[src/hdl/scx_pkg.sv]
// Package of the serial channel: register offsets, bit positions, reset values and state codes.
// Assumes a byte-addressed plain register port with 32-bit data words.
package scx_pkg;
  // Register offsets, one aligned word each
  localparam logic [7:0]  OFS_CTRL   = 8'h00;   // control_reg
  localparam logic [7:0]  OFS_MODE   = 8'h04;   // mode_control_reg
  localparam logic [7:0]  OFS_STAT   = 8'h08;   // status_reg
  localparam logic [7:0]  OFS_TXD    = 8'h0c;   // tx_holding_reg
  localparam logic [7:0]  OFS_RXD    = 8'h10;   // rx_holding_reg
  localparam logic [7:0]  OFS_BAUD   = 8'h14;   // 16x tick divider
  localparam logic [7:0]  OFS_OWNID  = 8'h18;   // own multiprocessor address
  // control_reg fields
  localparam int CTL_TXEN  = 0;
  localparam int CTL_RXEN  = 1;
  localparam int CTL_TIE   = 2;
  localparam int CTL_RIE   = 3;
  localparam int CTL_TX_DONE_IRQ_EN  = 4;
  localparam int CTL_CKSEL = 5;                 // clock_source_sel: 1 = external clock
  // mode_control_reg fields
  localparam int MOD_SYNC  = 0;
  localparam int MOD_CHR7  = 1;
  localparam int MOD_PAREN = 2;
  localparam int MOD_ODD   = 3;
  localparam int MOD_STOP2 = 4;
  localparam int MOD_MP    = 5;
  localparam int MOD_MPBT  = 6;                 // multiprocessor bit value to send
  // status_reg fields
  localparam int ST_TX_BUFFER_EMPTY_FLAG   = 0;
  localparam int ST_RX_BUFFER_FULL_FLAG   = 1;
  localparam int ST_OVERRUN_FLAG   = 2;
  localparam int ST_FER    = 3;
  localparam int ST_PER    = 4;
  localparam int ST_TX_DONE_FLAG   = 5;
  localparam int ST_MPB    = 6;
  // Reset values
  localparam logic [6:0]  CTRL_RST   = 7'h00;
  localparam logic [6:0]  MODE_RST   = 7'h00;
  localparam logic [15:0] BAUD_RST   = 16'h001f;
  localparam logic [7:0]  OWNID_RST  = 8'h00;
  // Bit timing in 16x ticks, plus bit indices and bit counts
  localparam logic [3:0]  OVS_LAST   = 4'hf;
  localparam logic [3:0]  OVS_MID    = 4'h7;
  localparam logic [3:0]  SYN_RISE   = 4'h8;
  localparam logic [2:0]  BIT_LAST8  = 3'h7;
  localparam logic [2:0]  BIT_LAST7  = 3'h6;
  localparam logic [3:0]  SYN_BITS   = 4'h8;
  // One-hot frame states
  typedef enum logic [4:0] {
    FS_IDLE  = 5'b00001,
    FS_START = 5'b00010,
    FS_DATA  = 5'b00100,
    FS_PAR   = 5'b01000,
    FS_STOP  = 5'b10000
  } scx_fs_t;
endpackage

[src/hdl/scx_tick.sv]
// Tick source of the serial channel: 16x bit tick and serial clock edge pulses.
// Assumes sck_i is asynchronous to mclk_i and much slower than it.
`timescale 1ns/10ps
module scx_tick (
  input  wire logic        mclk_i,
  input  wire logic        rst_i,
  input  wire logic        ext_i,
  input  wire logic        sck_i,
  input  wire logic [15:0] div_i,
  output logic             tick_o,
  output logic             rise_o,
  output logic             fall_o
);
  typedef struct packed {
    logic        s1;
    logic        s2;
    logic        s3;
    logic [15:0] cnt;
    logic        tick;
    logic        rise;
    logic        fall;
  } scx_tick_t;

  scx_tick_t st_reg;
  scx_tick_t st_next;

  // Divider for the internal clock, edge finder for the external one
  always_comb begin
    st_next      = st_reg;
    st_next.s1   = sck_i;
    st_next.s2   = st_reg.s1;          // First stage feeds only this flop
    st_next.s3   = st_reg.s2;
    st_next.rise = st_reg.s2 & ~st_reg.s3;
    st_next.fall = ~st_reg.s2 & st_reg.s3;
    st_next.tick = 1'b0;
    if (ext_i) begin
      st_next.cnt  = 16'h0000;
      st_next.tick = st_reg.s2 & ~st_reg.s3;
    end else if (st_reg.cnt >= div_i) begin
      st_next.cnt  = 16'h0000;
      st_next.tick = 1'b1;
    end else begin
      st_next.cnt = st_reg.cnt + 16'h0001;
    end
  end

  // State register
  always_ff @(posedge mclk_i) begin
    if (rst_i) begin
      st_reg <= '{s1: 1'b1, s2: 1'b1, s3: 1'b1, cnt: 16'h0000,
                  tick: 1'b0, rise: 1'b0, fall: 1'b0};
    end else begin
      st_reg <= st_next;
    end
  end

  assign tick_o = st_reg.tick;
  assign rise_o = st_reg.rise;
  assign fall_o = st_reg.fall;
endmodule // scx_tick

[src/hdl/scx_serial_channel.sv]
// Serial channel: asynchronous and clocked synchronous transmitter and receiver with registers.
// Assumes a plain register port on mclk_i; rxd_i and sck_i come from outside the clock domain.
// Operation
// - clearing tx enable empties buffer, resets shifter
// - clearing rx enable keeps flags and data
// - cleared empty flag means load holding register
// - after load set empty flag, maybe interrupt
// - frame opens with zero start, LSB first
// - optional parity or multiprocessor bit follows
// - one or two stop bits, then mark
// - at stop, chain next byte or finish
// - receiver aligns on start, shifts LSB first
// - check parity and first stop bit only
// - good frame fills rx holding, sets full
// - any error flag with enable raises error
// - set error flags block further reception, except alongside a synchronous transmit
// - full buffer at completion sets overrun, discards
// - framing or parity error still stores byte
// - address frames carry mark bit one
// - skip frames until matching address frame
// - multiprocessor format disables parity entirely
// - synchronous bits change falling, sampled rising
// - internal synchronous clock: eight pulses, idle high
//
// Local design decisions: the address map and the strobed register port.
`timescale 1ns/10ps
module scx_serial_channel (
  input  wire logic               mclk_i,
  input  wire logic               rst_i,
  input  wire logic [7:0]         addr_i,
  input  wire logic [31:0]        wdata_i,
  input  wire logic               wr_i,
  input  wire logic               rd_i,
  output logic      [31:0]        rdata_o,
  input  wire logic               rxd_i,
  output logic                    txd_o,
  input  wire logic               sck_i,
  output logic                    sck_o,
  output logic                    sck_oe_n_o,
  output logic                    tx_empty_irq_o,
  output logic                    tx_done_irq_o,
  output logic                    rx_full_irq_o,
  output logic                    rx_error_irq_o
);
  import scx_pkg::*;

  typedef struct packed {
    logic [6:0]  ctrl;
    logic [6:0]  mode;
    logic [15:0] baud;
    logic [7:0]  own_id;
    logic [7:0]  tx_hold;
    logic [7:0]  rx_hold;
    logic        tx_buffer_empty_flag;
    logic        rx_buffer_full_flag;
    logic        overrun_flag;
    logic        framing_flag;
    logic        per;
    logic        tx_done_flag;
    logic        mpb;
    logic        mp_match;
    logic        rx_perr;
    logic        rx_m;
    logic        rx_s;
    scx_fs_t     tx_st;
    logic [3:0]  tx_cnt;
    logic [2:0]  tx_bit;
    logic [7:0]  tx_sh;
    logic        tx_pbit;
    logic        tx_stop2;
    logic        txd;
    scx_fs_t     rx_st;
    logic [3:0]  rx_cnt;
    logic [2:0]  rx_bit;
    logic [7:0]  rx_sh;
    logic        sy_act;
    logic        sy_tx;
    logic [3:0]  sy_cnt;
    logic [3:0]  sy_n;
    logic        sck;
    logic [31:0] rdata;
  } scx_state_t;

  scx_state_t s_reg;
  scx_state_t s_next;
  logic       tick;
  logic       ext_rise;
  logic       ext_fall;

  // 16x tick from the divider or the external clock pin
  scx_tick u_tick (
    .mclk_i (mclk_i),
    .rst_i  (rst_i),
    .ext_i  (s_reg.ctrl[CTL_CKSEL]),
    .sck_i  (sck_i),
    .div_i  (s_reg.baud),
    .tick_o (tick),
    .rise_o (ext_rise),
    .fall_o (ext_fall)
  );

  // Whole channel next state
  always_comb begin
    logic       sync_m;
    logic       ext_ck;
    logic       err_any;
    logic       tx_load;
    logic       rx_done;
    logic [7:0] rx_data;
    logic       rx_fe;
    logic       rx_pe;
    logic       rx_mpbv;
    logic       sy_fall;
    logic       sy_rise;
    logic [2:0] last_bit;
    s_next   = s_reg;
    sync_m   = s_reg.mode[MOD_SYNC];
    ext_ck   = s_reg.ctrl[CTL_CKSEL];
    err_any  = s_reg.overrun_flag | s_reg.framing_flag | s_reg.per;
    tx_load  = 1'b0;
    rx_done  = 1'b0;
    rx_data  = s_reg.rx_sh;
    rx_fe    = 1'b0;
    rx_pe    = 1'b0;
    rx_mpbv  = 1'b0;
    sy_fall  = 1'b0;
    sy_rise  = 1'b0;
    last_bit = s_reg.mode[MOD_CHR7] ? BIT_LAST7 : BIT_LAST8;
    s_next.rx_m = rxd_i;
    s_next.rx_s = s_reg.rx_m;             // First stage feeds only this flop

    // Register writes; hardware sets below win over these clears
    if (wr_i) begin
      case (addr_i)
        OFS_CTRL:  s_next.ctrl    = wdata_i[6:0];
        OFS_MODE:  s_next.mode    = wdata_i[6:0];
        OFS_TXD:   s_next.tx_hold = wdata_i[7:0];
        OFS_BAUD:  s_next.baud    = wdata_i[15:0];
        OFS_OWNID: s_next.own_id  = wdata_i[7:0];
        OFS_STAT: begin
          // Writing 0 to bits 0 to 4 clears a flag (bit 0 also the done flag), writing 1 leaves it
          if (!wdata_i[ST_TX_BUFFER_EMPTY_FLAG]) begin
            s_next.tx_buffer_empty_flag = 1'b0;
            s_next.tx_done_flag = 1'b0;
          end
          if (!wdata_i[ST_RX_BUFFER_FULL_FLAG]) s_next.rx_buffer_full_flag = 1'b0;
          if (!wdata_i[ST_OVERRUN_FLAG]) s_next.overrun_flag = 1'b0;
          if (!wdata_i[ST_FER])  s_next.framing_flag  = 1'b0;
          if (!wdata_i[ST_PER])  s_next.per  = 1'b0;
        end
        default: ;
      endcase
    end

    // Register reads, answered in the next cycle; unmapped reads zero
    s_next.rdata = 32'h0000_0000;
    if (rd_i) begin
      case (addr_i)
        OFS_CTRL:  s_next.rdata = {25'h0, s_reg.ctrl};
        OFS_MODE:  s_next.rdata = {25'h0, s_reg.mode};
        OFS_STAT:  s_next.rdata = {25'h0, s_reg.mpb, s_reg.tx_done_flag, s_reg.per, s_reg.framing_flag,
                                   s_reg.overrun_flag, s_reg.rx_buffer_full_flag, s_reg.tx_buffer_empty_flag};
        OFS_TXD:   s_next.rdata = {24'h0, s_reg.tx_hold};
        OFS_RXD:   s_next.rdata = {24'h0, s_reg.rx_hold};
        OFS_BAUD:  s_next.rdata = {16'h0, s_reg.baud};
        OFS_OWNID: s_next.rdata = {24'h0, s_reg.own_id};
        default:   s_next.rdata = 32'h0000_0000;
      endcase
    end

    if (!sync_m) begin
      // Asynchronous transmitter, 16 ticks per bit
      if (s_reg.tx_st == FS_IDLE) begin
        if (s_reg.ctrl[CTL_TXEN] && !s_reg.tx_buffer_empty_flag) begin
          tx_load = 1'b1;
        end
      end else if (tick) begin
        s_next.tx_cnt = s_reg.tx_cnt + 4'h1;
        if (s_reg.tx_cnt == OVS_LAST) begin
          case (s_reg.tx_st)
            FS_START: begin
              s_next.tx_st  = FS_DATA;
              s_next.tx_bit = 3'h0;
              s_next.txd    = s_reg.tx_sh[0];
            end
            FS_DATA: begin
              s_next.tx_sh  = {1'b0, s_reg.tx_sh[7:1]};
              s_next.tx_bit = s_reg.tx_bit + 3'h1;
              s_next.txd    = s_reg.tx_sh[1];
              if (s_reg.tx_bit == last_bit) begin
                if (s_reg.mode[MOD_MP] || s_reg.mode[MOD_PAREN]) begin
                  s_next.tx_st = FS_PAR;
                  s_next.txd   = s_reg.tx_pbit;
                end else begin
                  s_next.tx_st = FS_STOP;
                  s_next.txd   = 1'b1;
                end
              end
            end
            FS_PAR: begin
              s_next.tx_st = FS_STOP;
              s_next.txd   = 1'b1;
            end
            FS_STOP: begin
              if (s_reg.mode[MOD_STOP2] && !s_reg.tx_stop2) begin
                s_next.tx_stop2 = 1'b1;
              end else if (s_reg.ctrl[CTL_TXEN] && !s_reg.tx_buffer_empty_flag) begin
                tx_load = 1'b1;
              end else begin
                s_next.tx_st = FS_IDLE;
                s_next.tx_done_flag  = 1'b1;
              end
            end
            default: s_next.tx_st = FS_IDLE;
          endcase
        end
      end

      // Asynchronous receiver, centre sampling from the start edge
      if (s_reg.ctrl[CTL_RXEN] && tick) begin
        s_next.rx_cnt = s_reg.rx_cnt + 4'h1;
        case (s_reg.rx_st)
          FS_IDLE: begin
            s_next.rx_cnt = 4'h0;
            if (!s_reg.rx_s && !err_any) begin
              s_next.rx_st = FS_START;
            end
          end
          FS_START: begin
            if (s_reg.rx_cnt == OVS_MID) begin
              s_next.rx_cnt = 4'h0;
              s_next.rx_bit = 3'h0;
              s_next.rx_sh  = 8'h00;
              s_next.rx_st  = s_reg.rx_s ? FS_IDLE : FS_DATA;          // Glitch rejected
            end
          end
          FS_DATA: begin
            if (s_reg.rx_cnt == OVS_LAST) begin
              s_next.rx_bit = s_reg.rx_bit + 3'h1;
              if (s_reg.mode[MOD_CHR7]) begin
                s_next.rx_sh = {1'b0, s_reg.rx_s, s_reg.rx_sh[6:1]};
              end else begin
                s_next.rx_sh = {s_reg.rx_s, s_reg.rx_sh[7:1]};
              end
              if (s_reg.rx_bit == last_bit) begin
                s_next.rx_st = (s_reg.mode[MOD_MP] || s_reg.mode[MOD_PAREN]) ? FS_PAR : FS_STOP;
              end
            end
          end
          FS_PAR: begin
            if (s_reg.rx_cnt == OVS_LAST) begin
              s_next.rx_st = FS_STOP;
              if (s_reg.mode[MOD_MP]) begin
                s_next.mpb = s_reg.rx_s;
              end else begin
                s_next.rx_perr = ^{s_reg.rx_sh, s_reg.rx_s, s_reg.mode[MOD_ODD]};
              end
            end
          end
          FS_STOP: begin
            if (s_reg.rx_cnt == OVS_LAST) begin
              s_next.rx_st = FS_IDLE;
              rx_done      = 1'b1;
              rx_fe        = ~s_reg.rx_s;
              rx_pe        = s_reg.mode[MOD_PAREN] & ~s_reg.mode[MOD_MP] & s_reg.rx_perr;
              rx_mpbv      = s_reg.mode[MOD_MP] & s_reg.mpb;
            end
          end
          default: s_next.rx_st = FS_IDLE;
        endcase
      end
    end else begin
      // Synchronous engine: 8 bits per character on a shared clock
      if (!s_reg.sy_act) begin
        s_next.sck    = 1'b1;
        s_next.sy_cnt = 4'h0;
        s_next.sy_n   = 4'h0;
        if (s_reg.ctrl[CTL_TXEN] && !s_reg.tx_buffer_empty_flag) begin
          tx_load = 1'b1;
        end else if (s_reg.ctrl[CTL_RXEN] && !err_any) begin
          s_next.sy_act = 1'b1;
          s_next.sy_tx  = 1'b0;
        end
      end else begin
        if (ext_ck) begin
          sy_fall = ext_fall;
          sy_rise = ext_rise;
        end else if (tick) begin
          s_next.sy_cnt = s_reg.sy_cnt + 4'h1;
          sy_fall       = (s_reg.sy_cnt == 4'h0);
          sy_rise       = (s_reg.sy_cnt == SYN_RISE);
          if (sy_fall) s_next.sck = 1'b0;
          if (sy_rise) s_next.sck = 1'b1;
        end
        if (sy_fall && s_reg.sy_tx) begin
          s_next.txd   = s_reg.tx_sh[0];
          s_next.tx_sh = {1'b0, s_reg.tx_sh[7:1]};
        end
        if (sy_rise) begin
          s_next.rx_sh  = {s_reg.rx_s, s_reg.rx_sh[7:1]};
          s_next.sy_n   = s_reg.sy_n + 4'h1;
          s_next.sy_cnt = SYN_RISE + 4'h1;
          if (s_reg.sy_n == SYN_BITS - 4'h1) begin
            s_next.sy_cnt = 4'h0;
            s_next.sy_n   = 4'h0;
            s_next.sy_act = 1'b0;
            rx_done       = s_reg.ctrl[CTL_RXEN];
            rx_data       = {s_reg.rx_s, s_reg.rx_sh[7:1]};
            if (s_reg.sy_tx) begin
              if (s_reg.ctrl[CTL_TXEN] && !s_reg.tx_buffer_empty_flag) begin
                tx_load = 1'b1;
              end else begin
                s_next.tx_done_flag = 1'b1;                                    // Line keeps MSB
              end
            end
          end
        end
      end
    end

    // Holding register to shifter transfer
    if (tx_load) begin
      s_next.tx_sh    = s_reg.tx_hold;
      s_next.tx_buffer_empty_flag     = 1'b1;
      s_next.tx_done_flag     = 1'b0;
      s_next.tx_cnt   = 4'h0;
      s_next.tx_stop2 = 1'b0;
      if (s_reg.mode[MOD_MP]) begin
        s_next.tx_pbit = s_reg.mode[MOD_MPBT];
      end else if (s_reg.mode[MOD_CHR7]) begin
        s_next.tx_pbit = ^{s_reg.tx_hold[6:0], s_reg.mode[MOD_ODD]};
      end else begin
        s_next.tx_pbit = ^{s_reg.tx_hold, s_reg.mode[MOD_ODD]};
      end
      if (sync_m) begin
        s_next.sy_act = 1'b1;
        s_next.sy_tx  = 1'b1;
      end else begin
        s_next.tx_st = FS_START;
        s_next.txd   = 1'b0;
      end
    end

    // Disables last, so a same-cycle load or bit step cannot undo them
    if (wr_i && addr_i == OFS_CTRL) begin
      if (!wdata_i[CTL_TXEN]) begin
        s_next.tx_buffer_empty_flag  = 1'b1;
        s_next.tx_st = FS_IDLE;
        s_next.txd   = 1'b1;
        s_next.sy_tx = 1'b0;
      end
      if (!wdata_i[CTL_RXEN]) begin
        s_next.rx_st = FS_IDLE;
      end
      if (!wdata_i[CTL_TXEN] && !wdata_i[CTL_RXEN]) begin
        s_next.sy_act = 1'b0;
      end
    end

    // Delivery of a finished character
    if (rx_done) begin
      if (rx_mpbv) begin
        s_next.mp_match = (rx_data == s_reg.own_id);
      end else if (!s_reg.mode[MOD_MP] || s_reg.mp_match || sync_m) begin
        s_next.framing_flag = s_reg.framing_flag | rx_fe;
        s_next.per = s_reg.per | rx_pe;
        if (s_reg.rx_buffer_full_flag) begin
          s_next.overrun_flag = 1'b1;
        end else begin
          s_next.rx_hold = rx_data;
          s_next.rx_buffer_full_flag    = ~(rx_fe | rx_pe);
        end
      end
    end
  end

  // State register
  always_ff @(posedge mclk_i) begin
    if (rst_i) begin
      s_reg          <= '0;
      s_reg.ctrl     <= CTRL_RST;
      s_reg.mode     <= MODE_RST;
      s_reg.baud     <= BAUD_RST;
      s_reg.own_id   <= OWNID_RST;
      s_reg.tx_buffer_empty_flag     <= 1'b1;
      s_reg.tx_done_flag     <= 1'b1;
      s_reg.rx_m     <= 1'b1;
      s_reg.rx_s     <= 1'b1;
      s_reg.tx_st    <= FS_IDLE;
      s_reg.rx_st    <= FS_IDLE;
      s_reg.txd      <= 1'b1;
      s_reg.sck      <= 1'b1;
    end else begin
      s_reg <= s_next;
    end
  end

  // Pins and request lines
  assign rdata_o        = s_reg.rdata;
  assign txd_o          = s_reg.txd;
  assign sck_o          = s_reg.sck;
  assign sck_oe_n_o     = ~(s_reg.mode[MOD_SYNC] & ~s_reg.ctrl[CTL_CKSEL]);
  assign tx_empty_irq_o = s_reg.ctrl[CTL_TIE] & s_reg.tx_buffer_empty_flag;
  assign tx_done_irq_o  = s_reg.ctrl[CTL_TX_DONE_IRQ_EN] & s_reg.tx_done_flag;
  assign rx_full_irq_o  = s_reg.ctrl[CTL_RIE] & s_reg.rx_buffer_full_flag;
  assign rx_error_irq_o = s_reg.ctrl[CTL_RIE] & (s_reg.overrun_flag | s_reg.framing_flag | s_reg.per);
endmodule // scx_serial_channel

[config.mk]
export PLATFORM = sky130hd
export DESIGN_NAME = scx_serial_channel
export DESIGN_NICKNAME = d
export VERILOG_FILES = /design/src/hdl/scx_pkg.sv /design/src/hdl/scx_tick.sv /design/src/hdl/scx_serial_channel.sv
export SDC_FILE = /design/constraint.sdc
export NUM_CORES = 1
export LEC_CHECK = 0
export BUFFER_PORTS_ARGS = -buffer_cell sky130_fd_sc_hd__buf_2
export CAP_MARGIN = 10
export CELL_PAD_IN_SITES_DETAIL_PLACEMENT = 1
export CELL_PAD_IN_SITES_GLOBAL_PLACEMENT = 1
export CORE_MARGIN = 2
export CORE_UTILIZATION = 35
export CTS_BUF_LIST = sky130_fd_sc_hd__clkbuf_4
export CTS_CLUSTER_DIAMETER = 100
export DETAILED_ROUTE_END_ITERATION = 10
export MAX_ROUTING_LAYER = met4
export PLACE_DENSITY = 0.7
export SYNTH_ARGS = -nofsm -noshare
export SYNTH_HDL_FRONTEND = slang
export SYNTH_SLANG_ARGS = --single-unit
[constraint.sdc]
create_clock -name mclk_i -period 2.8 [get_ports mclk_i]
set_input_delay 0.28 -clock mclk_i [delete_from_list [all_inputs] [get_ports mclk_i]]
set_output_delay 0.28 -clock mclk_i [all_outputs]
set_load 0.01 [all_outputs]
==> results.py <==
metrics = {
    "power_and_ir_drop": {
        "p_clk_frac": 0.349,
        "power_frac_seq": 0.607,
        "power_density_mw_per_mm2": 412.5,
        "pwr-share-comb": 0.044,
        "p_sw_frac": 0.2789,
        "ir_drop_mv": 0.2169,
        "p_int_mw": 2.684,
        "power_leakage_nw": 3.367,
        "switching_power_mw": 1.038,
    },
    "floorplanning": {
        "core_area_mm2": 0.02278,
        "row_count": 55,
        "pin_count": 85,
        "die_w_um": 156.8,
        "start_util": 0.3588,
        "die_area_mm2": 0.02459,
        "chipHeight_um": 156.8,
    },
    "global_routing": {
        "grtUsageTotal": 0.2031,
        "grt_pass1_vias": 7102,
        "grt_pass1_wl_um": 38150,
        "grt_max_degree": 38,
        "antenna_found_initial": 1,
        "overflow": 0,
    },
    "worst_setup_path": {
        "r2r_start": "s_reg[77]",
        "worstPathRequired_ns": 3.28,
        "regToRegEndpoint": "s_reg[72]",
        "worstSetupStartpointType": "flip-flop",
        "cpLargestDelayFamily": "simple AND/OR/NAND/NOR gates",
        "r2r_cells": 8,
        "worstSetupStartpoint": "s_reg[77]",
        "critPathKind": "flip-flop to flip-flop",
        "cp-endpoint": "s_reg[72]",
        "end_kind": "flip-flop",
        "r2r_slack_ns": 0.36,
        "cp_num_buf_inv": 0,
        "cp_max_fo": 9,
        "path_depth": 8,
        "slowest_stage": "dfxtp_1",
        "cp_cell_sequence": "ha_1 -> nand4_1 -> nor4_1 -> o21ai_1 -> o2bb2ai_2 -> nor2_1 -> a221oi_1 -> nor3_1",
        "slowest_delay_ns": 0.40,
        "crit_arrival_ns": 2.92,
    },
    "route": {
        "drc": 0,
        "ant_nets": 0,
        "routed_via_density": 5.265,
        "vias": 7140,
        "drt_iter0_markers": 618,
        "firstDrtPassIters": 6,
        "routed_wl_um": 23620,
        "post_drt_wl_per_cell_um": 17.42,
    },
    "placed_design": {
        "port_buffers": 52,
        "dp_hpwl_um": 17240,
        "place_inst": 1307,
        "gp_congestion": 0.8398,
    },
    "sta": {
        "whs_ns": 0.03327,
        "slew_violations": 0,
        "post-route-min-period_ns": 2.443,
        "max_freq_mhz": 409.4,
        "fin_skew_ns": 0.01868,
        "relSlewSlack": 0.5584,
        "hold_viol": 0,
        "setup_viol_count_final": 0,
        "finalCritPeriodShare": 0.8724,
        "tightest_slew_ns": 0.6610,
        "rsz0062_at_grt": "false",
        "tns_ns": 0,
    },
    "synthesis": {
        "synth_flop_cell": "dfxtp_1",
        "yosysWarnings": 0,
        "ys_ff_latch": 157,
        "synth_top_area_frac": 0.3846,
        "synthTopCellsByCount": "157 x dfxtp_1, 128 x nand2_1, 80 x a21oi_1, 80 x nor2_1, 44 x nand3_1",
        "async_flop_share": 0,
        "syn_avg_cell_area_um2": 8.280,
        "synthCells": 987,
        "synth-edff-count": 0,
        "synth.area.top_cells": "dfxtp_1 38%, nand2_1 5.9%, a21oi_1 4.9%",
        "yosysTopAreaCell": "dfxtp_1",
        "yosysSeqAreaShare": 0.3846,
        "netlist_area_mm2": 0.008173,
        "yosysMostFrequentCell": "dfxtp_1",
        "synth_cell_types": 75,
    },
    "layout": {
        "drive_above_1_share": 0.1363,
        "syn_to_final_growth_pct": 10.41,
        "largest_reg_flops": 116,
        "nets": 1099,
        "layout.cells.non_filler": 1356,
        "num-fill-cells": 2732,
    },
    "clock_tree": {
        "cts_root_buf": "clkbuf_4",
        "cts.sinks": 157,
        "clockBufferDepth": 2,
        "worst_skew_pair.late_latency_ns": 0.59,
        "cts_setup_buffers": 0,
        "numCtsBuffers": 17,
        "clkTransAtPathRegs_ns": 0.15,
        "cts.htree.levels": 4,
        "cts_tree": "done",
    },
    "hold_path": {
        "hp-class": "input pin to flip-flop",
        "min_from": "wdata_i[2]",
    },
    "outcome": {
        "status": "finished clean",
    },
    "flow_run": {
        "cap_violations": 0,
    },
}
==> cells in the final DEF, fill, tap and decap left out, drive strengths merged, types with 7 or more instances in the layout <==
| master | n |
|---|---|
| a31oi | 13 |
| nand3b | 11 |
| and3 | 14 |
| or2 | 8 |
| clkbuf | 18 |
| nand2 | 129 |
| dlygate4sd3 | 16 |
| xnor2 | 29 |
| nand4 | 8 |
| mux2i | 16 |
| a221oi | 7 |
| nor2 | 80 |
| a22oi | 20 |
| buf | 82 |
| a222oi | 7 |
| a21oi | 80 |
| o21ai | 25 |
| xor2 | 26 |
| a211oi | 14 |
| a21o | 7 |
| nand3 | 44 |
| and2 | 20 |
| nand2b | 15 |
| ha | 24 |
| inv | 38 |
| nor3 | 44 |
| dfxtp | 157 |
| conb | 16 |
==> how the worst min path moves through the flow <==
stage | to | slack [ns] | cells past startpoint
3_5_place_dp | u_tick.st_next[19] | 0.40 | 1
5_1_grt | s_reg[107] | 0.02 | 3
3_3_place_gp | s_reg[86] | 0.40 | 1
4_1_cts | s_reg[115] | 0.006 | 3
6_report | s_reg[115] | 0.03 | 3
2_1_floorplan | s_next[86] | 0.38 | 1
==> tightest hold or removal path, stage by stage <==
cell	delay (ns)
buf_2	0.17
nand3_1	0.09
a21oi_1	0.06
==> cells by family after synthesis <==
kind of cell / Yosys count / synth area share
AOI/OAI and AO/OA: 205 / 0.1667
and+or+nand+nor: 405 / 0.2495
adders and majority gates: 24 / 0.03674
buffers and inverters: 121 / 0.07884
muxes: 19 / 0.02419
xor gates and xnor gates: 55 / 0.05894
DFF: 157 / 0.3846
other: 1 / 0.0004588
==> layout make-up <==
type                            instances  area, um^2  share of cell area
Inverter                               31       116.4             0.01290
Multi-Input combinational cell        724        4453              0.4935
Clock buffer                           18       135.1             0.01498
Tap cell                              313       391.6             0.04340
Clock inverter                         14       108.9             0.01206
Antenna cell                            1       2.502           0.0002773
Sequential cell                       157        3143              0.3483
Timing Repair Buffer                   98       673.1             0.07460
==> power groups by stage <==
stage | clock (mW) | combinational (mW) | sequential, mW
after floorplan | 0 | 0.103 | 2.30
after global placement | 0 | 0.144 | 2.31
after detailed placement | 0 | 0.146 | 2.31
after CTS | 1.34 | 0.163 | 2.26
after global routing | 1.42 | 0.179 | 2.26
final | 1.30 | 0.164 | 2.26
==> timing repair <==
item / 4_1_cts / 5_1_grt
hold endpoints to repair: 30 / 0
resized for setup: 0 / 2
endpoints found under the setup margin: 0 / 7
hold buffers: 16 / 0
==> stage by stage <==
stage,worst slack (ns),instance area (um^2),utilization,total power [mW]
floorplan,0.6862,8229,-,2.404
global placement,0.2546,8606,0.3778,2.450
detailed placement,0.1868,8606,0.3778,2.452
CTS,0.1409,9010,0.3956,3.757
global route,0.1060,9024,0.3962,3.860
finish,0.3574,9024,0.3962,3.722
==> layer usage <==
metal | GRT usage | routed length, um | up-vias
li1 | - | - | 3494
met1 | 0.2683 | 11390 | 3469
met2 | 0.3239 | 10960 | 151
met3 | 0.02769 | 839 | 26
met4 | 0.05985 | 433 | 0
met5 | - | 0 | -
(Power assumes the default switching activity.)
